`src/include/cgp_regs.svh`:
```
// Register map, field positions and reset values of the clock generator power block.
// Assumes inclusion by its bare name from the top-level design file and the testbench.
`ifndef CGP_REGS_SVH
`define CGP_REGS_SVH

// Register indices; the byte address on the bus is four times the index.
`define CGP_IDX_GEN3_CFG 16'hF026
`define CGP_IDX_LOCK 16'hF027
`define CGP_IDX_POWER 16'hF050
`define CGP_IDX_IRQ_STATUS 16'hF0E0
`define CGP_IDX_IRQ_MASK 16'hF0E1

// Field positions.
`define CGP_BIT_LOCKED 0
`define CGP_BIT_REF_SELECT 4
`define CGP_BIT_GEN2_POWER 11
`define CGP_BIT_GEN3_POWER 12
`define CGP_BIT_IRQ_LOCK_GAINED 0
`define CGP_BIT_IRQ_LOCK_LOST 1

// Reset values.
`define CGP_RST_GEN3_CFG 16'h0000
`define CGP_RST_LOCK 16'h0000
`define CGP_RST_POWER 16'h0000
`define CGP_RST_IRQ 2'h0

// Bus responses.
`define CGP_RESP_OKAY 2'h0
`define CGP_RESP_SLVERR 2'h2

`endif

```
`src/include/cgp_pkg.sv`:
```
// Types shared by the clock generator power block and its gating stage.
// Assumes nothing beyond a SystemVerilog compiler.
package cgp_pkg;

    // Clock source that a hardware function is set to run from.
    typedef enum logic [1:0] {
        cgp_src_other,
        cgp_src_gen2,
        cgp_src_gen3,
        cgp_src_spare
    } cgp_src_e;

    typedef logic [15:0] cgp_word_t;

endpackage

```
`src/include/cgp_gate_if.sv`:
```
// Control and clock signals between the register bank and the gating stage.
// Assumes both ends run on the core clock.
`timescale 1ns/10ps
interface cgp_gate_if #(
    parameter int N_PINS = 4,
    parameter int N_FUNC = 4
);
    import cgp_pkg::*;
    logic gen2_on;
    logic gen3_on;
    logic gen2_frame_clk;
    logic gen2_bit_clk;
    logic [N_PINS-1:0] pin_uses_gen2;
    logic [N_PINS-1:0] other_frame_clk;
    logic [N_PINS-1:0] other_bit_clk;
    logic [N_PINS-1:0] frame_pins;
    logic [N_PINS-1:0] bit_pins;
    cgp_src_e func_src [N_FUNC];
    logic [N_FUNC-1:0] func_run;

    modport ctrl (
        output gen2_on, gen3_on, gen2_frame_clk, gen2_bit_clk, pin_uses_gen2,
        output other_frame_clk, other_bit_clk, func_src,
        input frame_pins, bit_pins, func_run
    );
    modport gate (
        input gen2_on, gen3_on, gen2_frame_clk, gen2_bit_clk, pin_uses_gen2,
        input other_frame_clk, other_bit_clk, func_src,
        output frame_pins, bit_pins, func_run
    );
endinterface

```
`src/cgp_gate.sv`:
```
// Gating stage: forces generator 2 clock pins low and halts functions whose generator is off.
// Assumes all inputs come from logic on the core clock.
`timescale 1ns/10ps
module cgp_gate
    import cgp_pkg::*;
#(
    parameter int N_PINS = 4,
    parameter int N_FUNC = 4
) (
    // Clock and reset.
    input wire logic clk,
    input wire logic rstn,
    // Register bank side.
    cgp_gate_if.gate gi
);

    generate
        for (genvar p = 0; p < N_PINS; p++) begin : g_pin
            always_ff @(posedge clk or negedge rstn) begin
                if (!rstn) begin
                    gi.frame_pins[p] <= 1'b0;
                    gi.bit_pins[p] <= 1'b0;
                end else if (gi.pin_uses_gen2[p]) begin
                    // A disabled generator leaves the pin at a steady low.
                    gi.frame_pins[p] <= gi.gen2_on & gi.gen2_frame_clk;
                    gi.bit_pins[p] <= gi.gen2_on & gi.gen2_bit_clk;
                end else begin
                    gi.frame_pins[p] <= gi.other_frame_clk[p];
                    gi.bit_pins[p] <= gi.other_bit_clk[p];
                end
            end

            a_pin_forced_low: assert property (@(posedge clk) disable iff (!rstn)
                (gi.pin_uses_gen2[p] && !gi.gen2_on) |=> (!gi.frame_pins[p] && !gi.bit_pins[p]))
                else $error("Generator 2 pin not low while generator off.");
        end

        for (genvar f = 0; f < N_FUNC; f++) begin : g_func
            always_ff @(posedge clk or negedge rstn) begin
                if (!rstn) begin
                    gi.func_run[f] <= 1'b0;
                end else begin
                    case (gi.func_src[f])
                        cgp_src_gen3: gi.func_run[f] <= gi.gen3_on;
                        cgp_src_gen2: gi.func_run[f] <= gi.gen2_on;
                        default: gi.func_run[f] <= 1'b1;
                    endcase
                end
            end

            a_func_gen3_stop: assert property (@(posedge clk) disable iff (!rstn)
                (gi.func_src[f] == cgp_src_gen3 && !gi.gen3_on) |=> !gi.func_run[f])
                else $error("Function on generator 3 runs while it is off.");

            a_func_gen2_stop: assert property (@(posedge clk) disable iff (!rstn)
                (gi.func_src[f] == cgp_src_gen2 && !gi.gen2_on) |=> !gi.func_run[f])
                else $error("Function on generator 2 runs while it is off.");
        end
    endgenerate

endmodule // cgp_gate

```
`src/cgp_top.sv`:
```
// Clock generator power and lock registers behind an AXI4-Lite slave.
// Assumes lock indications arrive asynchronously and audio clocks come from core-clock logic.
//
// Behaviour
// - Lock register bit 0 shows generator 3 locked.
// - Lock follows the reference chosen by select bit.
// - Power enable register, sixteen bits, resets zero.
// - Power bit 12 stops generator 3 clocks.
// - Generator 3 functions halt while bit 12 clear.
// - Power bit 11 stops generator 2 clocks.
// - Generator 2 pins held low while disabled.
// - Generator 2 functions halt while bit 11 clear.
//
// Local design decision: the AXI4-Lite interface to the registers.
`timescale 1ns/10ps
`include "cgp_regs.svh"
module cgp_top
    import cgp_pkg::*;
#(
    parameter int ADDR_W = 18,
    parameter int N_PINS = 4,
    parameter int N_FUNC = 4
) (
    // Clock and reset.
    input wire logic clk,
    input wire logic rstn,
    // AXI4-Lite write address and data.
    input wire logic [ADDR_W-1:0] s_axi_awaddr,
    input wire logic s_axi_awvalid,
    output logic s_axi_awready,
    input wire logic [31:0] s_axi_wdata,
    input wire logic [3:0] s_axi_wstrb,
    input wire logic s_axi_wvalid,
    output logic s_axi_wready,
    // AXI4-Lite write response.
    output logic [1:0] s_axi_bresp,
    output logic s_axi_bvalid,
    input wire logic s_axi_bready,
    // AXI4-Lite read.
    input wire logic [ADDR_W-1:0] s_axi_araddr,
    input wire logic s_axi_arvalid,
    output logic s_axi_arready,
    output logic [31:0] s_axi_rdata,
    output logic [1:0] s_axi_rresp,
    output logic s_axi_rvalid,
    input wire logic s_axi_rready,
    // Lock indications from the analog side.
    input wire logic pll_locked_async,
    input wire logic ext_ref_locked_async,
    // Generator clock enables.
    output logic precision_generator_clk_en,
    output logic second_generator_clk_en,
    // Generator 2 audio clocks and pin routing.
    input wire logic gen2_frame_clk,
    input wire logic gen2_bit_clk,
    input wire logic [N_PINS-1:0] pin_uses_gen2,
    input wire logic [N_PINS-1:0] other_frame_clk,
    input wire logic [N_PINS-1:0] other_bit_clk,
    output logic [N_PINS-1:0] frame_clock_output_pins,
    output logic [N_PINS-1:0] bit_clock_output_pins,
    // Hardware functions and their clock sources.
    input cgp_src_e func_src [N_FUNC],
    output logic [N_FUNC-1:0] func_run,
    // Interrupt.
    output logic irq
);

    generate
        if (ADDR_W < 18 || N_PINS < 1 || N_FUNC < 1) begin : g_bad_param
            $error("cgp_top needs ADDR_W of at least 18 and one pin and function.");
        end
    endgenerate

    localparam logic [ADDR_W-1:0] A_GEN3_CFG = ADDR_W'({`CGP_IDX_GEN3_CFG, 2'b00});
    localparam logic [ADDR_W-1:0] A_LOCK = ADDR_W'({`CGP_IDX_LOCK, 2'b00});
    localparam logic [ADDR_W-1:0] A_POWER = ADDR_W'({`CGP_IDX_POWER, 2'b00});
    localparam logic [ADDR_W-1:0] A_IRQ_STATUS = ADDR_W'({`CGP_IDX_IRQ_STATUS, 2'b00});
    localparam logic [ADDR_W-1:0] A_IRQ_MASK = ADDR_W'({`CGP_IDX_IRQ_MASK, 2'b00});

    // Registers.
    cgp_word_t gen3_cfg_q;
    cgp_word_t lock_resv_q;
    cgp_word_t power_q;
    logic [1:0] irq_status_q;
    logic [1:0] irq_mask_q;
    logic locked_q;

    // Lock synchronisers.
    logic pll_s1_q;
    logic pll_s2_q;
    logic ext_s1_q;
    logic ext_s2_q;

    // Bus state.
    logic aw_got_q;
    logic w_got_q;
    logic [ADDR_W-1:0] awaddr_q;
    logic [31:0] wdata_q;
    logic [3:0] wstrb_q;
    logic bvalid_q;
    logic [1:0] bresp_q;
    logic rvalid_q;
    logic [31:0] rdata_q;
    logic [1:0] rresp_q;
    logic do_wr;
    logic wr_hit;
    cgp_word_t rd_word;
    logic rd_hit;
    logic lock_gained;
    logic lock_lost;
    logic [1:0] irq_clear;

    // Merge the low two byte lanes into a stored half word.
    function automatic cgp_word_t merge(input cgp_word_t old, input logic [31:0] data,
                                        input logic [3:0] strb);
        cgp_word_t res;
        res = old;
        if (strb[0]) begin
            res[7:0] = data[7:0];
        end
        if (strb[1]) begin
            res[15:8] = data[15:8];
        end
        return res;
    endfunction

    // Each lock input passes two flip-flops before anything reads it.
    always_ff @(posedge clk or negedge rstn) begin
        if (!rstn) begin
            pll_s1_q <= 1'b0;
            pll_s2_q <= 1'b0;
            ext_s1_q <= 1'b0;
            ext_s2_q <= 1'b0;
        end else begin
            pll_s1_q <= pll_locked_async;
            pll_s2_q <= pll_s1_q;
            ext_s1_q <= ext_ref_locked_async;
            ext_s2_q <= ext_s1_q;
        end
    end

    // The flag tracks only the chosen reference; no bus write reaches it.
    always_ff @(posedge clk or negedge rstn) begin
        if (!rstn) begin
            locked_q <= 1'b0;
        end else begin
            locked_q <= gen3_cfg_q[`CGP_BIT_REF_SELECT] ? ext_s2_q : pll_s2_q;
        end
    end

    assign lock_gained = gen3_cfg_q[`CGP_BIT_REF_SELECT] ? (ext_s2_q & ~locked_q)
                                                         : (pll_s2_q & ~locked_q);
    assign lock_lost = gen3_cfg_q[`CGP_BIT_REF_SELECT] ? (~ext_s2_q & locked_q)
                                                       : (~pll_s2_q & locked_q);

    // Write channel: address and data are taken in either order.
    assign s_axi_awready = !aw_got_q;
    assign s_axi_wready = !w_got_q;
    assign do_wr = aw_got_q && w_got_q && !bvalid_q;

    always_ff @(posedge clk or negedge rstn) begin
        if (!rstn) begin
            aw_got_q <= 1'b0;
            awaddr_q <= '0;
        end else if (s_axi_awvalid && s_axi_awready) begin
            aw_got_q <= 1'b1;
            awaddr_q <= s_axi_awaddr;
        end else if (bvalid_q && s_axi_bready) begin
            aw_got_q <= 1'b0;
        end
    end

    always_ff @(posedge clk or negedge rstn) begin
        if (!rstn) begin
            w_got_q <= 1'b0;
            wdata_q <= '0;
            wstrb_q <= '0;
        end else if (s_axi_wvalid && s_axi_wready) begin
            w_got_q <= 1'b1;
            wdata_q <= s_axi_wdata;
            wstrb_q <= s_axi_wstrb;
        end else if (bvalid_q && s_axi_bready) begin
            w_got_q <= 1'b0;
        end
    end

    assign wr_hit = (awaddr_q == A_GEN3_CFG) || (awaddr_q == A_LOCK) || (awaddr_q == A_POWER)
                 || (awaddr_q == A_IRQ_STATUS) || (awaddr_q == A_IRQ_MASK);

    always_ff @(posedge clk or negedge rstn) begin
        if (!rstn) begin
            bvalid_q <= 1'b0;
            bresp_q <= `CGP_RESP_OKAY;
        end else if (do_wr) begin
            bvalid_q <= 1'b1;
            bresp_q <= wr_hit ? `CGP_RESP_OKAY : `CGP_RESP_SLVERR;
        end else if (s_axi_bready) begin
            bvalid_q <= 1'b0;
        end
    end

    assign s_axi_bvalid = bvalid_q;
    assign s_axi_bresp = bresp_q;

    // Register writes.
    always_ff @(posedge clk or negedge rstn) begin
        if (!rstn) begin
            power_q <= `CGP_RST_POWER;
        end else if (do_wr && awaddr_q == A_POWER) begin
            power_q <= merge(power_q, wdata_q, wstrb_q);
        end
    end

    always_ff @(posedge clk or negedge rstn) begin
        if (!rstn) begin
            gen3_cfg_q <= `CGP_RST_GEN3_CFG;
        end else if (do_wr && awaddr_q == A_GEN3_CFG) begin
            gen3_cfg_q <= merge(gen3_cfg_q, wdata_q, wstrb_q);
        end
    end

    // Reserved lock bits store; bit 0 of this copy is never read back.
    always_ff @(posedge clk or negedge rstn) begin
        if (!rstn) begin
            lock_resv_q <= `CGP_RST_LOCK;
        end else if (do_wr && awaddr_q == A_LOCK) begin
            lock_resv_q <= merge(lock_resv_q, wdata_q, wstrb_q) & 16'hFFFE;
        end
    end

    always_ff @(posedge clk or negedge rstn) begin
        if (!rstn) begin
            irq_mask_q <= `CGP_RST_IRQ;
        end else if (do_wr && awaddr_q == A_IRQ_MASK && wstrb_q[0]) begin
            irq_mask_q <= wdata_q[1:0];
        end
    end

    // A lock event in the cycle of its clear still sets the bit.
    assign irq_clear = (do_wr && awaddr_q == A_IRQ_STATUS && wstrb_q[0]) ? wdata_q[1:0] : 2'h0;

    always_ff @(posedge clk or negedge rstn) begin
        if (!rstn) begin
            irq_status_q <= `CGP_RST_IRQ;
        end else begin
            irq_status_q <= (irq_status_q & ~irq_clear) | {lock_lost, lock_gained};
        end
    end

    always_ff @(posedge clk or negedge rstn) begin
        if (!rstn) begin
            irq <= 1'b0;
        end else begin
            irq <= |((irq_status_q & ~irq_clear | {lock_lost, lock_gained}) & irq_mask_q);
        end
    end

    // Read channel.
    assign s_axi_arready = !rvalid_q;

    always_comb begin
        rd_word = 16'h0000;
        rd_hit = 1'b1;
        if (s_axi_araddr == A_LOCK) begin
            rd_word = {lock_resv_q[15:1], locked_q};
        end else if (s_axi_araddr == A_POWER) begin
            rd_word = power_q;
        end else if (s_axi_araddr == A_GEN3_CFG) begin
            rd_word = gen3_cfg_q;
        end else if (s_axi_araddr == A_IRQ_STATUS) begin
            rd_word = {14'h0000, irq_status_q};
        end else if (s_axi_araddr == A_IRQ_MASK) begin
            rd_word = {14'h0000, irq_mask_q};
        end else begin
            rd_hit = 1'b0;
        end
    end

    always_ff @(posedge clk or negedge rstn) begin
        if (!rstn) begin
            rvalid_q <= 1'b0;
            rdata_q <= '0;
            rresp_q <= `CGP_RESP_OKAY;
        end else if (s_axi_arvalid && s_axi_arready) begin
            rvalid_q <= 1'b1;
            rdata_q <= {16'h0000, rd_word};
            rresp_q <= rd_hit ? `CGP_RESP_OKAY : `CGP_RESP_SLVERR;
        end else if (s_axi_rready) begin
            rvalid_q <= 1'b0;
        end
    end

    assign s_axi_rvalid = rvalid_q;
    assign s_axi_rdata = rdata_q;
    assign s_axi_rresp = rresp_q;

    // Generator enables come straight from the stored power bits.
    assign precision_generator_clk_en = power_q[`CGP_BIT_GEN3_POWER];
    assign second_generator_clk_en = power_q[`CGP_BIT_GEN2_POWER];

    // Gating stage. A one-cycle register delay on each pin is traded for glitch-free outputs.
    cgp_gate_if #(.N_PINS(N_PINS), .N_FUNC(N_FUNC)) gate_bus ();

    assign gate_bus.gen2_on = power_q[`CGP_BIT_GEN2_POWER];
    assign gate_bus.gen3_on = power_q[`CGP_BIT_GEN3_POWER];
    assign gate_bus.gen2_frame_clk = gen2_frame_clk;
    assign gate_bus.gen2_bit_clk = gen2_bit_clk;
    assign gate_bus.pin_uses_gen2 = pin_uses_gen2;
    assign gate_bus.other_frame_clk = other_frame_clk;
    assign gate_bus.other_bit_clk = other_bit_clk;
    assign gate_bus.func_src = func_src;
    assign frame_clock_output_pins = gate_bus.frame_pins;
    assign bit_clock_output_pins = gate_bus.bit_pins;
    assign func_run = gate_bus.func_run;

    cgp_gate #(.N_PINS(N_PINS), .N_FUNC(N_FUNC)) u_gate (
        .clk(clk),
        .rstn(rstn),
        .gi(gate_bus.gate)
    );

    // Checks.
    a_lock_readback: assert property (@(posedge clk) disable iff (!rstn)
        (s_axi_arvalid && s_axi_arready && s_axi_araddr == A_LOCK)
        |=> (s_axi_rdata[0] == $past(locked_q) && s_axi_rvalid))
        else $error("Lock bit read does not show the lock flag.");

    a_lock_source: assert property (@(posedge clk) disable iff (!rstn)
        (gen3_cfg_q[`CGP_BIT_REF_SELECT] && $stable(gen3_cfg_q) && ext_s2_q && $stable(ext_s2_q))
        |=> locked_q)
        else $error("Lock flag ignores the external reference.");

    a_power_write: assert property (@(posedge clk) disable iff (!rstn)
        (do_wr && awaddr_q == A_POWER && wstrb_q[1:0] == 2'h3)
        |=> (power_q == $past(wdata_q[15:0]) && s_axi_bvalid && s_axi_bresp == `CGP_RESP_OKAY))
        else $error("Power enable write not stored.");

    a_gen3_clock: assert property (@(posedge clk) disable iff (!rstn)
        (do_wr && awaddr_q == A_POWER && wstrb_q[1] && !wdata_q[`CGP_BIT_GEN3_POWER])
        |=> !precision_generator_clk_en)
        else $error("Generator 3 clock enabled after its power bit was cleared.");

    a_gen2_clock: assert property (@(posedge clk) disable iff (!rstn)
        (do_wr && awaddr_q == A_POWER && wstrb_q[1] && !wdata_q[`CGP_BIT_GEN2_POWER])
        |=> !second_generator_clk_en)
        else $error("Generator 2 clock enabled after its power bit was cleared.");

    a_lock_write_free: assert property (@(posedge clk) disable iff (!rstn)
        (do_wr && awaddr_q == A_LOCK && $stable(pll_s2_q) && $stable(ext_s2_q)
        && $stable(gen3_cfg_q)) |=> (locked_q == $past(locked_q)
        && lock_resv_q == ($past(merge(lock_resv_q, wdata_q, wstrb_q)) & 16'hFFFE)))
        else $error("Lock register write disturbed the flag or lost reserved bits.");

    a_irq_lock_lost: assert property (@(posedge clk) disable iff (!rstn)
        (lock_lost && irq_mask_q[`CGP_BIT_IRQ_LOCK_LOST]) |=> (irq && irq_status_q[1]))
        else $error("Lost lock did not raise the interrupt.");

    a_bad_address: assert property (@(posedge clk) disable iff (!rstn)
        (do_wr && !wr_hit) |=> (s_axi_bvalid && s_axi_bresp == `CGP_RESP_SLVERR
        && $stable(power_q)))
        else $error("Unmapped write not answered with an error.");

endmodule // cgp_top

```
`config.mk`:
```
export PLATFORM = sky130hd
export DESIGN_NAME = cgp_top
export DESIGN_NICKNAME = d
export VERILOG_FILES = /design/src/include/cgp_pkg.sv /design/src/include/cgp_gate_if.sv /design/src/cgp_gate.sv /design/src/cgp_top.sv
export VERILOG_INCLUDE_DIRS = /design/src /design/src/include
export SDC_FILE = /design/constraint.sdc
export NUM_CORES = 1
export LEC_CHECK = 0
export BUFFER_PORTS_ARGS = -buffer_cell sky130_fd_sc_hd__buf_2
export CAP_MARGIN = 20
export CORE_AREA = 2 2 93 130
export CTS_CLUSTER_SIZE = 14
export DETAILED_ROUTE_END_ITERATION = 10
export DIE_AREA = 0 0 95 132
export HOLD_SLACK_MARGIN = 0.03
export PLACE_DENSITY = 0.82
export SLEW_MARGIN = 20
export SYNTH_ARGS = -nofsm -noshare
export SYNTH_HDL_FRONTEND = slang
export SYNTH_SLANG_ARGS = --single-unit
```
`constraint.sdc`:
```
create_clock -name clk -period 2.3 [get_ports clk]
set_input_delay 0.23 -clock clk [delete_from_list [all_inputs] [get_ports clk]]
set_output_delay 0.23 -clock clk [all_outputs]
set_load 0.01 [all_outputs]
```
Word-level counts from Yosys, hierarchy flattened

Cells that the tools add are included.

Memory bits (writable): 0
Memories kept: 0
Logic and storage cells: 134
Bits of input ports: 103
Bits in latches: 0
Bits in read-only memories: 0
Flip-flop bits (word level): 129
Output and inout port bits: 56

Equal/unequal tests: 18
Bitwise logic cells: 13
Shifts and indexed selects: 0
Add/sub/neg operators: 0
Divide/modulo/power cells: 0
Reduce and logical (&&, ||, !) cells: 32
Multipliers: 0
Multiplexer cells: 35
$lt $le $gt $ge: 0

Operators with widths:

| operator             | number |
|---|---|
| $eq 18x18->1 const B | 10 |
| $mux 16              | 3 |
| $mux 1               | 23 |
| $logic_and 1x1->1    | 13 |
| $reduce_and 2->1     | 6 |
| $mux 2               | 5 |
| $eq 2x1->1 const B   | 4 |
| $eq 2x2->1 const B   | 4 |
| $pmux 1 s2           | 4 |
| $reduce_bool 2->1    | 4 |
| $and 1x1->1          | 6 |
| $and 2x2->2          | 2 |
| $logic_not 1->1      | 4 |
| $logic_or 1x1->1     | 4 |
| $not 1->1            | 3 |
| $not 2->2            | 1 |
| $or 2x2->2           | 1 |
| $reduce_or 2->1      | 1 |

Depth between registers and ports, before layout

Gate-level depths: netlist of the first run.

Word-level depth: 10
Gate-level depth with buffers: 6
Gate-level depth less buffers: 4

Cells and area by module

From an unflattened synthesis of the first run, not the netlist that was laid out.

Cell total of the unflattened synthesis: 419
Area, all modules: 5625.4 sq um

By module, submodules not included:

| module   | instances | cells each | area each (sq um) |
|---|---|---|---|
| cgp_top  | 1         | 377        | 5042.3 |
| cgp_gate | 1         | 42         | 583.1 |

Worst setup path before layout of the first run

No wires, ideal clock.

Kind: register -> register
Start: reg awaddr_q[9]
End: reg lock_resv_q[10]
Clock period less this slack: 1.951 ns
Slack: 0.349 ns
Stages on the path, launching flop included: 6
Arrival: 1.824 ns
Setup time: 0.128 ns
Cell sequence: dfrtp_1 > nor4bb_1 > nand4_1 > or3_1 > buf_2 > mux2_1

Longest elaborated chain between the ends: 3

Ends and longest elaborated chain:

| what                              | line           | RTL |
|---|---|---|
| start: declaration                | cgp_top.sv:97  | `logic [ADDR_W-1:0] awaddr_q;` |
| start signal: assignment          | cgp_top.sv:167 | `awaddr_q <= s_axi_awaddr;` |
| $eq 18x18->1                      | cgp_top.sv:226 | `end else if (do_wr && awaddr_q == A_LOCK) begin` |
| $logic_and 1x1->1                 | cgp_top.sv:226 |  |
| $reduce_and 2->1 (no source line) | n/a            |  |
| end signal: assignment            | cgp_top.sv:225 | `` lock_resv_q <= `CGP_RST_LOCK; `` |
| end signal: assignment            | cgp_top.sv:227 | `lock_resv_q <= merge(lock_resv_q, wdata_q, wstrb_q) & 16'hFFFE;` |
| end: declaration                  | cgp_top.sv:82  | `cgp_word_t lock_resv_q;` |

No other way between the ends.
A chain may end at the register's enable or synchronous reset.

Worst setup path in the final report of the first run

Start: reg awaddr_q[9]
End: reg lock_resv_q[8]

The elaborated chain is that of the path after synthesis.

==> results.yml, run 1 <==
outcome:
  status: "finished, final reports clean"
clock_tree:
  cts_resized: 0
  cts_buffers: 17
  htree_num_levels: 4
  insertion_delay_ps: 410
  clkSinkCount: 127
  clk_pin_slew_worst_paths_ps: 50
  hold_buffers: 6
  ctsLongestPathBuffers: 2
  postCtsSetupRepairBufs: 0
  clockRootBuffer: "clkbuf_16"
  cts_tree: "done"
placement:
  gp_congestion: 0.8508
  dpl.hpwl_um: 8803
  port_buffers: 122
power:
  combPwrFrac: 0.173
  switching_share: 0.2711
  total_power_w: 0.006905
  seqPwrFrac: 0.443
  p_int_w: 0.005033
  clock_power_share: 0.384
  powerDensity_nw_per_um2: 950.7
  switchingPower_w: 0.001872
  p_leak_nw: 3.555
  ir_drop_mv: 0.5737
sta:
  max_freq_ghz: 0.4763
  finalCritPeriodShare: 0.9129
  relSlewSlack: 0.5646
  skew_ps: 6.710
  setup_tns_ps: 0
  hold_viol: 0
  worst_slew_pin_slew_ps: 653.1
  finalCriticalPeriod_ps: 2100
  setup_viol: 0
  rsz0062_at_grt: "false"
  drv_slew: 0
synthesis:
  yosysTopAreaCellShare: 0.5490
  syn_avg_cell_area_sq_um: 12.87
  synth_edf_count: 0
  ys_ff_latch: 127
  synth_top_family_by_area: "multiplexers"
  synth_area_leaders: "dfrtp_1 55%, mux2_2 18%, buf_4 2.3%"
  muxShareOfSynthArea: 0.2109
  synth_ff_type: "dfrtp_1"
  synth-adder-area-share: 0.01729
  synth_compound_area_frac: 0.06462
  yosys.area_share.simple: 0.1124
  ys_seq_area_frac: 0.5490
  async_reset_ff_frac: 1.000
  synthCells: 450
  yosys_warnings: 0
  syn-cell-area_sq_um: 5789
  synth-xor-area-share: 0
  yosys.area.top_type: "dfrtp_1"
  synth_cell_type_count: 53
setup_path:
  startpoint_type: "flop"
  crit_chain: "nor4bb_1, buf_4, nand4_1, or3_1, mux2_1"
  cp-endpoint: "lock_resv_q[8]"
  cp.buffers_inverters: 1
  path_depth: 5
  cpPeakStageDelay_ps: 550
  crit_family: "simple AND/OR/NAND/NOR gates"
  path_class: "flop to flop"
  reg2reg_setup_slack_ps: 200
  r2r_cells: 5
  worstPathRequired_ps: 2580
  slowest_stage: "or3_1"
  crit_start: "awaddr_q[9]"
  timing.rr.end: "lock_resv_q[8]"
  end_kind: "flop"
  cp_max_fo: 8
  rr_startpoint: "awaddr_q[9]"
  cp.arrival_ps: 2380
drt:
  routed_wl_um: 12710
  drc: 0
  vias: 4179
  vias_per_cell: 5.528
  drtIter0Drc: 185
  first_pass_iters: 4
  post_drt_wl_per_cell_um: 16.81
  antenna_left: 0
run:
  max_cap_viol_count: 0
layout:
  nets: 710
  num_antenna_cells: 0
  drive_gt1_frac: 0.4542
  area_growth_pct: 25.46
  nFillCells: 865
grt:
  grt_max_degree: 128
  antenna_found_initial: 0
  grt_first_pass_wirelength_um: 20820
  grt_use_total: 0.2149
  globalRouteOverflowTotal: 0
  grt_pass1_vias: 4414
hold_path:
  hold_class: "input port to flop"
floorplanning:
  placementRows: 46
  initial_core_util: 0.5106
  die_area_sq_um: 12540
  core_sq_um: 11340
  ios: 159
  die_w_um: 95
  die_y_um: 132
[sequential cells by signal (all words and copies together) (netlist names), 2 cells and up]
| signal | cells |
|---|---|
| u_gate.gi.bit_pins | 4 |
| wstrb_q | 2 |
| u_gate.gi.func_run | 4 |
| u_gate.gi.frame_pins | 4 |
| irq_mask_q | 2 |
| power_q | 16 |
| wdata_q | 16 |
| gen3_cfg_q | 16 |
| lock_resv_q | 15 |
| s_axi_rdata | 16 |
| awaddr_q | 18 |
| irq_status_q | 2 |
[how the worst min path moves through the flow]
| stage | startpoint | depth (start not counted) | slack (ps) | end |
|---|---|---|---|---|
| 2_1_floorplan | rstn | 0 | -70 | aw_got_q |
| 3_3_place_gp | pll_s1_q | 0 | 340 | pll_s2_q |
| 3_5_place_dp | ext_s1_q | 0 | 340 | ext_s2_q |
| 4_1_cts | s_axi_wdata[14] | 2 | 40 | wdata_q[14] |
| 5_1_grt | s_axi_wdata[3] | 2 | 40 | wdata_q[3] |
| 6_report | s_axi_wdata[4] | 2 | 50 | wdata_q[4] |
[final cells by class]
class	instances	area, sq um	area share
sequential	127	3178	0.4376
multi-input combinational	291	2416	0.3326
timing repair buffer	147	828.3	0.1140
clock buffer	23	498.0	0.06856
tap	144	180.2	0.02481
clock inverter	9	106.4	0.01464
inverter	15	56.30	0.007752
[cells in the mapped netlist (2+ instances only)]
cell type / number
buf_4: 18
nor2_1: 19
and3b_1: 2
o21ai_0: 5
and2_1: 4
a31oi_1: 14
nor4_1: 2
nor3b_1: 3
nand4_1: 9
nor4_4: 2
clkbuf_1: 11
mux2_2: 94
dfrtp_1: 127
o41a_1: 2
nand3_1: 15
a21oi_1: 16
buf_2: 2
or3_1: 2
a221o_1: 4
mux2_1: 10
a22o_1: 2
and4b_1: 2
a32oi_1: 3
nor3_1: 5
nor4bb_1: 2
nand2_1: 10
ha_1: 8
o21ai_1: 3
nand3b_1: 3
a21o_1: 5
mux2i_1: 5
buf_1: 2
nor2b_1: 5
inv_1: 15
[power by group through the flow]
stage	registers, W	logic [W]	clock network, W
2_1_floorplan	0.00297	0.000799	0
3_3_place_gp	0.00305	0.00115	0
3_5_place_dp	0.00309	0.00120	0
4_1_cts	0.00305	0.00122	0.00270
5_1_grt	0.00312	0.00132	0.00281
6_report	0.00306	0.00120	0.00265
[worst register-to-register path, stage by stage (launching register included)]
cell and delay [ps]:
dfrtp_1 420, nor4bb_1 290, buf_4 180, nand4_1 120, or3_1 550, mux2_1 410
[layout by cell type (no fill, tap or decap), types with 5 or more instances in the layout]
master | netlist | routed
dfrtp_1 | 127 | 127
buf_2 | 2 | 121
mux2_2 | 94 | 94
nor2_1 | 19 | 19
buf_4 | 18 | 19
conb_1 | 1 | 18
clkbuf_16 | 0 | 17
a21oi_1 | 16 | 16
inv_1 | 15 | 15
nand3_1 | 15 | 15
a31oi_1 | 14 | 14
nand2_1 | 10 | 10
mux2_1 | 10 | 10
nand4_1 | 9 | 9
ha_1 | 8 | 8
dlygate4sd3_1 | 0 | 6
mux2i_1 | 5 | 5
nor3_1 | 5 | 5
a21o_1 | 5 | 5
o21ai_0 | 5 | 5
clkbuf_8 | 0 | 5
[per-stage QoR]
step	hold slack (ps)	setup WS, ps	instance area [sq um]	utilization	instances
after floorplan	-65.59	348.7	5853	-	467
after global placement	338.6	283.3	6599	0.5820	718
after detailed placement	337.3	245.5	6599	0.5820	718
after CTS	38.34	210.0	7263	0.6406	756
after global routing	38.13	35.07	7263	0.6406	756
final	53.89	200.3	7263	0.6406	756
[kinds of logic (layout without fill, tap and decap cells)]
kind of cell	Yosys count	in the layout
adders and majority gates	8	8
muxes	109	109
DFF	127	127
buffers and inverters	49	194
other	1	18
and+or+nand+nor	99	99
AOI/OAI and AO/OA	57	57
[routing by layer]
metal | share of wire | vias to the layer above | routed length (um) | track usage
met5 | 0 | - | 0 | 0
met4 | 0.035 | 0 | 443 | 0.1232
met3 | 0.056 | 35 | 717 | 0.05089
met2 | 0.53 | 163 | 6722 | 0.3783
met1 | 0.38 | 2068 | 4821 | 0.2296
li1 | - | 1913 | - | -
Note: power is estimated with default switching activity, not from simulation.
==> run 2, diff against run 1 <==
--- a/config.mk
+++ b/config.mk
@@ -8,12 +8,13 @@
 export LEC_CHECK = 0
 export BUFFER_PORTS_ARGS = -buffer_cell sky130_fd_sc_hd__buf_2
 export CAP_MARGIN = 20
-export CORE_AREA = 2 2 93 130
+export CORE_AREA = 2 2 97 137
 export CTS_CLUSTER_SIZE = 14
 export DETAILED_ROUTE_END_ITERATION = 10
-export DIE_AREA = 0 0 95 132
+export DIE_AREA = 0 0 99 139
 export HOLD_SLACK_MARGIN = 0.03
-export PLACE_DENSITY = 0.82
+export PLACE_DENSITY = 0.79
+export SETUP_SLACK_MARGIN = 0.4
 export SLEW_MARGIN = 20
 export SYNTH_ARGS = -nofsm -noshare
 export SYNTH_HDL_FRONTEND = slang
==> constraint.sdc (replaced) <==
create_clock -name clk -period 1.8 [get_ports clk]
set_input_delay 0.18 -clock clk [delete_from_list [all_inputs] [get_ports clk]]
set_output_delay 0.18 -clock clk [all_outputs]
set_load 0.01 [all_outputs]
==> results.yml, run 2 (synthesized netlist as in run 1, its figures left out) <==
drt:
  routed_wl_um: 15930
  post_drt_wl_per_cell_um: 18.85
  vias: 4627
  drc: 0
  vias_per_cell: 5.476
  first_pass_iters: 5
  antenna_left: 0
  drtIter0Drc: 183
clock_tree:
  clockRootBuffer: "clkbuf_16"
  cts_buffers: 17
  clkSinkCount: 127
  cts_tree: "done"
  clk_pin_slew_worst_paths_ps: 60
  insertion_delay_ps: 420
  htree_num_levels: 4
  ctsLongestPathBuffers: 2
placement:
  placed_cells: 756
  port_buffers: 122
  dpl.hpwl_um: 9749
  place_area_sq_um: 6923
  gp_congestion: 0.8209
grt:
  grt_max_degree: 44
  antenna_found_initial: 0
  globalRouteOverflowTotal: 0
  grt_pass1_vias: 5075
  grt_first_pass_wirelength_um: 24840
  grt_use_total: 0.2287
setup_path:
  cp.arrival_ps: 2220
  end_kind: "flop"
  path_class: "flop to flop"
  worstPathRequired_ps: 2090
  cp_max_fo: 8
  startpoint_type: "flop"
power:
  clock_power_share: 0.366
  switchingPower_w: 0.002840
  combPwrFrac: 0.238
  total_power_w: 0.009893
  switching_share: 0.2871
  powerDensity_nw_per_um2: 1146
  seqPwrFrac: 0.396
  ir_drop_mv: 0.8826
  p_leak_nw: 4.096
  p_int_w: 0.007053
sta:
  finalCritPeriodShare: 1.071
  hold_viol: 0
  drv_slew: 0
  finalCriticalPeriod_ps: 1928
  rsz0062_at_grt: "true"
  max_freq_ghz: 0.5187
  fin_ws_ps: -127.9
  skew_ps: 7.559
  setup_viol: 50
floorplanning:
  die_y_um: 139
  core_sq_um: 12570
  ios: 159
  die_w_um: 99
  die_area_sq_um: 13760
  placementRows: 49
  initial_core_util: 0.4606
run:
  max_cap_viol_count: 0
layout:
  nets: 790
  num_antenna_cells: 0
  layout_commonest_cell: "dfrtp_1"
  drive_gt1_frac: 0.5231
  final_cell_mix: "127 x dfrtp_1, 120 x buf_2, 71 x mux2_2"
  post-route-cell-area_sq_um: 8631
  area_growth_pct: 49.08
  largest-register: "awaddr_q"
  largest_reg_flops: 18
  instances_no_fill: 845
outcome:
  violations: "negative setup slack"
  status: "finished, violations left"
hold_path:
  hold_class: "input port to flop"
run 2: changes by cell type in the layout (fill, tap and decap cells not counted), sizes merged:
cell / before / now
dlygate4sd3: 6 / 52
buf: 141 / 173
clkbuf: 23 / 20
bufinv: 2 / 4
clkinvlp: 3 / 5
inv: 15 / 16
run 2: critical path: stages, from the launching register on:
cell and delay, ps:
dfrtp_1 420, buf_6 130, or4_4 560, nor2_4 130, nand4_1 120, buf_6 170
mux2_2 290
run 2: final cells by class:
type	count	area, sq um
clock buffers	18	439.2
clock inverters	14	190.2
fillers	797	3938
inverters	15	56.30
multi-input cells	291	2899
flip-flops and latches	127	3178
well taps	153	191.4
repair buffers	227	1677
run 2: power by group through the flow:
stage / Sequential (W) / Clock, W / Combinational (W)
6_report: 0.00392 / 0.00362 / 0.00236
5_1_grt: 0.00399 / 0.00379 / 0.00256
3_5_place_dp: 0.00390 / 0 / 0.00203
3_3_place_gp: 0.00384 / 0 / 0.00194
2_1_floorplan: 0.00383 / 0 / 0.00107
4_1_cts: 0.00388 / 0.00366 / 0.00220
run 2: metal layers:
metal	wire length (um)	global-route usage	vias up
li1	-	-	2075
met1	5988	0.2507	2356
met2	8914	0.4328	169
met3	678	0.05242	27
met4	346	0.06489	0
met5	0	0	-
run 2: what timing repair did:
| action | in CTS | in global routing |
|---|---|---|
| hold endpoints to repair | 79 | 0 |
| gates resized for setup | 38 | 57 |
| endpoints found under the setup margin | 71 | 79 |
| cloned | 1 | 2 |
| pin swaps | 7 | 26 |
| hold buffers | 52 | 0 |
| buffers inserted | 1 | 1 |
run 2: path summary, 6_finish.rpt:
path / to / cells after the start / slack [ps] / startpoint
max: gen3_cfg_q[3] / 6 / -130 / awaddr_q[0]
min in group asynchronous: wdata_q[1] / 2 / 290 / rstn
min reg2reg: pll_s2_q / 0 / 340 / pll_s1_q
max reg2reg: gen3_cfg_q[3] / 6 / -130 / awaddr_q[0]
max in group asynchronous: wdata_q[10] / 3 / 910 / rstn
min: s_axi_bvalid / 3 / 50 / s_axi_bready
run 2: stage by stage:
| step | utilization | setup TNS (ps) | hold WS (ps) | setup WS [ps] |
|---|---|---|---|---|
| 2_1_floorplan | - | -1813 | -115.6 | -78.66 |
| 3_3_place_gp | 0.5508 | -4714 | 166.1 | -210.4 |
| 3_5_place_dp | 0.5508 | -7241 | 181.8 | -305.4 |
| 4_1_cts | 0.6555 | -4248 | 51.19 | -129.2 |
| 5_1_grt | 0.6867 | -8263 | 59.16 | -209.4 |
| 6_report | 0.6867 | -3974 | 50.09 | -127.9 |
==> run 3, diff against run 2 <==
--- a/config.mk
+++ b/config.mk
@@ -8,12 +8,14 @@
 export LEC_CHECK = 0
 export BUFFER_PORTS_ARGS = -buffer_cell sky130_fd_sc_hd__buf_2
 export CAP_MARGIN = 20
-export CORE_AREA = 2 2 97 137
+export CELL_PAD_IN_SITES_DETAIL_PLACEMENT = 0
+export CELL_PAD_IN_SITES_GLOBAL_PLACEMENT = 1
+export CORE_AREA = 2 2 104 146
 export CTS_CLUSTER_SIZE = 14
 export DETAILED_ROUTE_END_ITERATION = 10
-export DIE_AREA = 0 0 99 139
+export DIE_AREA = 0 0 106 148
 export HOLD_SLACK_MARGIN = 0.03
-export PLACE_DENSITY = 0.79
+export PLACE_DENSITY = 0.82
 export SETUP_SLACK_MARGIN = 0.4
 export SLEW_MARGIN = 20
 export SYNTH_ARGS = -nofsm -noshare
==> constraint.sdc (replaced) <==
create_clock -name clk -period 2 [get_ports clk]
set_input_delay 0.2 -clock clk [delete_from_list [all_inputs] [get_ports clk]]
set_output_delay 0.2 -clock clk [all_outputs]
set_load 0.01 [all_outputs]
==> results.yml, run 3 (synthesized netlist as in run 1, its figures left out) <==
grt:
  grt_pass1_vias: 4676
  grt_max_degree: 50
  grt_use_total: 0.1882
  antenna_found_initial: 0
  grt_first_pass_wirelength_um: 23250
  globalRouteOverflowTotal: 0
drt:
  first_pass_iters: 6
  routed_wl_um: 14230
  antenna_left: 0
  post_drt_wl_per_cell_um: 16.46
  vias_per_cell: 5.042
  drtIter0Drc: 140
  vias: 4356
  drc: 0
clock_tree:
  insertion_delay_ps: 400
  clockRootBuffer: "clkbuf_16"
  htree_num_levels: 4
  cts_buffers: 17
  cts_tree: "done"
  clk_pin_slew_worst_paths_ps: 60
  clkSinkCount: 127
  ctsLongestPathBuffers: 2
setup_path:
  startpoint_type: "flop"
  reg2reg_setup_slack_ps: 80
  crit_chain: "nor4_4, nand4_1, or3_1, buf_6, mux2_1"
  worstPathRequired_ps: 2290
  cp.arrival_ps: 2210
  end_kind: "flop"
  path_class: "flop to flop"
  cpPeakStageDelay_ps: 420
  timing.rr.end: "lock_resv_q[11]"
  rr_startpoint: "awaddr_q[0]"
  cp.buffers_inverters: 1
  slowest_stage: "dfrtp_1"
  crit_family: "simple AND/OR/NAND/NOR gates"
  cp_max_fo: 8
  r2r_cells: 5
sta:
  finalCriticalPeriod_ps: 1921
  finalCritPeriodShare: 0.9605
  skew_ps: 11.04
  holdWs_ps: 38.92
  relSlewSlack: 0.5780
  max_freq_ghz: 0.5206
  setup_tns_ps: 0
  rsz0062_at_grt: "true"
  setup_viol: 0
  worst_slew_pin_slew_ps: 633.0
  drv_slew: 0
  hold_viol: 0
floorplanning:
  core_sq_um: 14380
  ios: 159
  die_w_um: 106
  die_y_um: 148
  initial_core_util: 0.4026
  die_area_sq_um: 15690
  placementRows: 52
layout:
  largest-register: "awaddr_q"
  nFillCells: 1201
  layout_commonest_cell: "dfrtp_1"
  nets: 773
  drive_gt1_frac: 0.4770
  final_cell_mix: "127 x dfrtp_1, 121 x buf_2, 70 x mux2_2"
  area_growth_pct: 41.50
  largest_reg_flops: 18
  instances_no_fill: 864
  num_antenna_cells: 0
hold_path:
  min_from: "s_axi_wdata[1]"
  hold_class: "input port to flop"
  hold_path_depth: 2
  min_to: "wdata_q[1]"
power:
  p_leak_nw: 3.958
  powerDensity_nw_per_um2: 1038
  ir_drop_mv: 0.7162
placement:
  port_buffers: 122
  dpl.hpwl_um: 9524
  placed_cells: 782
  gp_congestion: 0.7958
run:
  max_cap_viol_count: 0
outcome:
  status: "finished, final reports clean"
==> run 3: changes by cell type in the layout (fill, tap and decap cells not counted), sizes merged <==
| cell | previous run | this run |
|---|---|---|
| dlygate4sd3 | 52 | 46 |
| clkbuf | 20 | 17 |
| buf | 173 | 164 |
| clkinv | 4 | 7 |
| inv | 16 | 18 |
| clkinvlp | 5 | 2 |
| bufinv | 4 | 3 |
==> run 3: repair_timing <==
item	4_1_cts	5_1_grt
hold buffers	45	1
gates resized for setup	43	9
pin swaps	13	10
hold endpoints to repair	87	1
buffers inserted	1	3
setup endpoints to repair	52	52
==> run 3: how the worst max path moves through the flow <==
stage                            from              end  slack [ps]  cells past startpoint
after floorplan           awaddr_q[9]  lock_resv_q[10]         120                      5
after global placement    awaddr_q[8]   lock_resv_q[8]          30                      5
after detailed placement  awaddr_q[0]   lock_resv_q[8]         -50                      5
after CTS                 awaddr_q[9]  lock_resv_q[11]          50                      5
after global routing      awaddr_q[0]  lock_resv_q[11]         -20                      5
final                     awaddr_q[0]  lock_resv_q[11]          80                      5
==> run 3: per-stage QoR <==
step	util	area [sq um]	power, W	worst slack (ps)
global placement	0.4779	6872	0.005070	31.68
floorplan	-	5904	0.004394	121.3
CTS	0.5647	8119	0.008493	54.72
global route	0.5697	8192	0.008944	-19.15
detailed placement	0.4779	6872	0.005176	-45.57
finish	0.5697	8192	0.008506	79.06
==> run 3: power by group <==
| part | switching (W) | internal (W) | leakage, nW | total [W] |
|---|---|---|---|---|
| clock | 0.00117 | 0.00198 | 0.294 | 0.00314 |
| combinational | 0.000802 | 0.00100 | 2.05 | 0.00181 |
| sequential | 0.000494 | 0.00306 | 1.61 | 0.00356 |
| total | 0.00246 | 0.00604 | 3.96 | 0.00851 |
==> run 3: cell type report <==
class                           instances  area [sq um]  share of cell area
Clock buffer                           17         425.4             0.05193
Clock inverter                         15         185.2             0.02261
Inverter                               15         56.30            0.006873
Multi-Input combinational cell        291          2650              0.3235
Sequential cell                       127          3178              0.3880
Tap cell                              189         236.5             0.02887
Timing Repair Buffer                  210          1460              0.1782
==> run 3: metal layers <==
metal,wire (um),share of wire,GRT usage,vias up
li1,-,-,-,2045
met1,5583,0.39,0.2118,2171
met2,7900,0.56,0.3477,122
met3,476,0.033,0.03527,18
met4,265,0.019,0.07500,0
met5,0,0,0,-
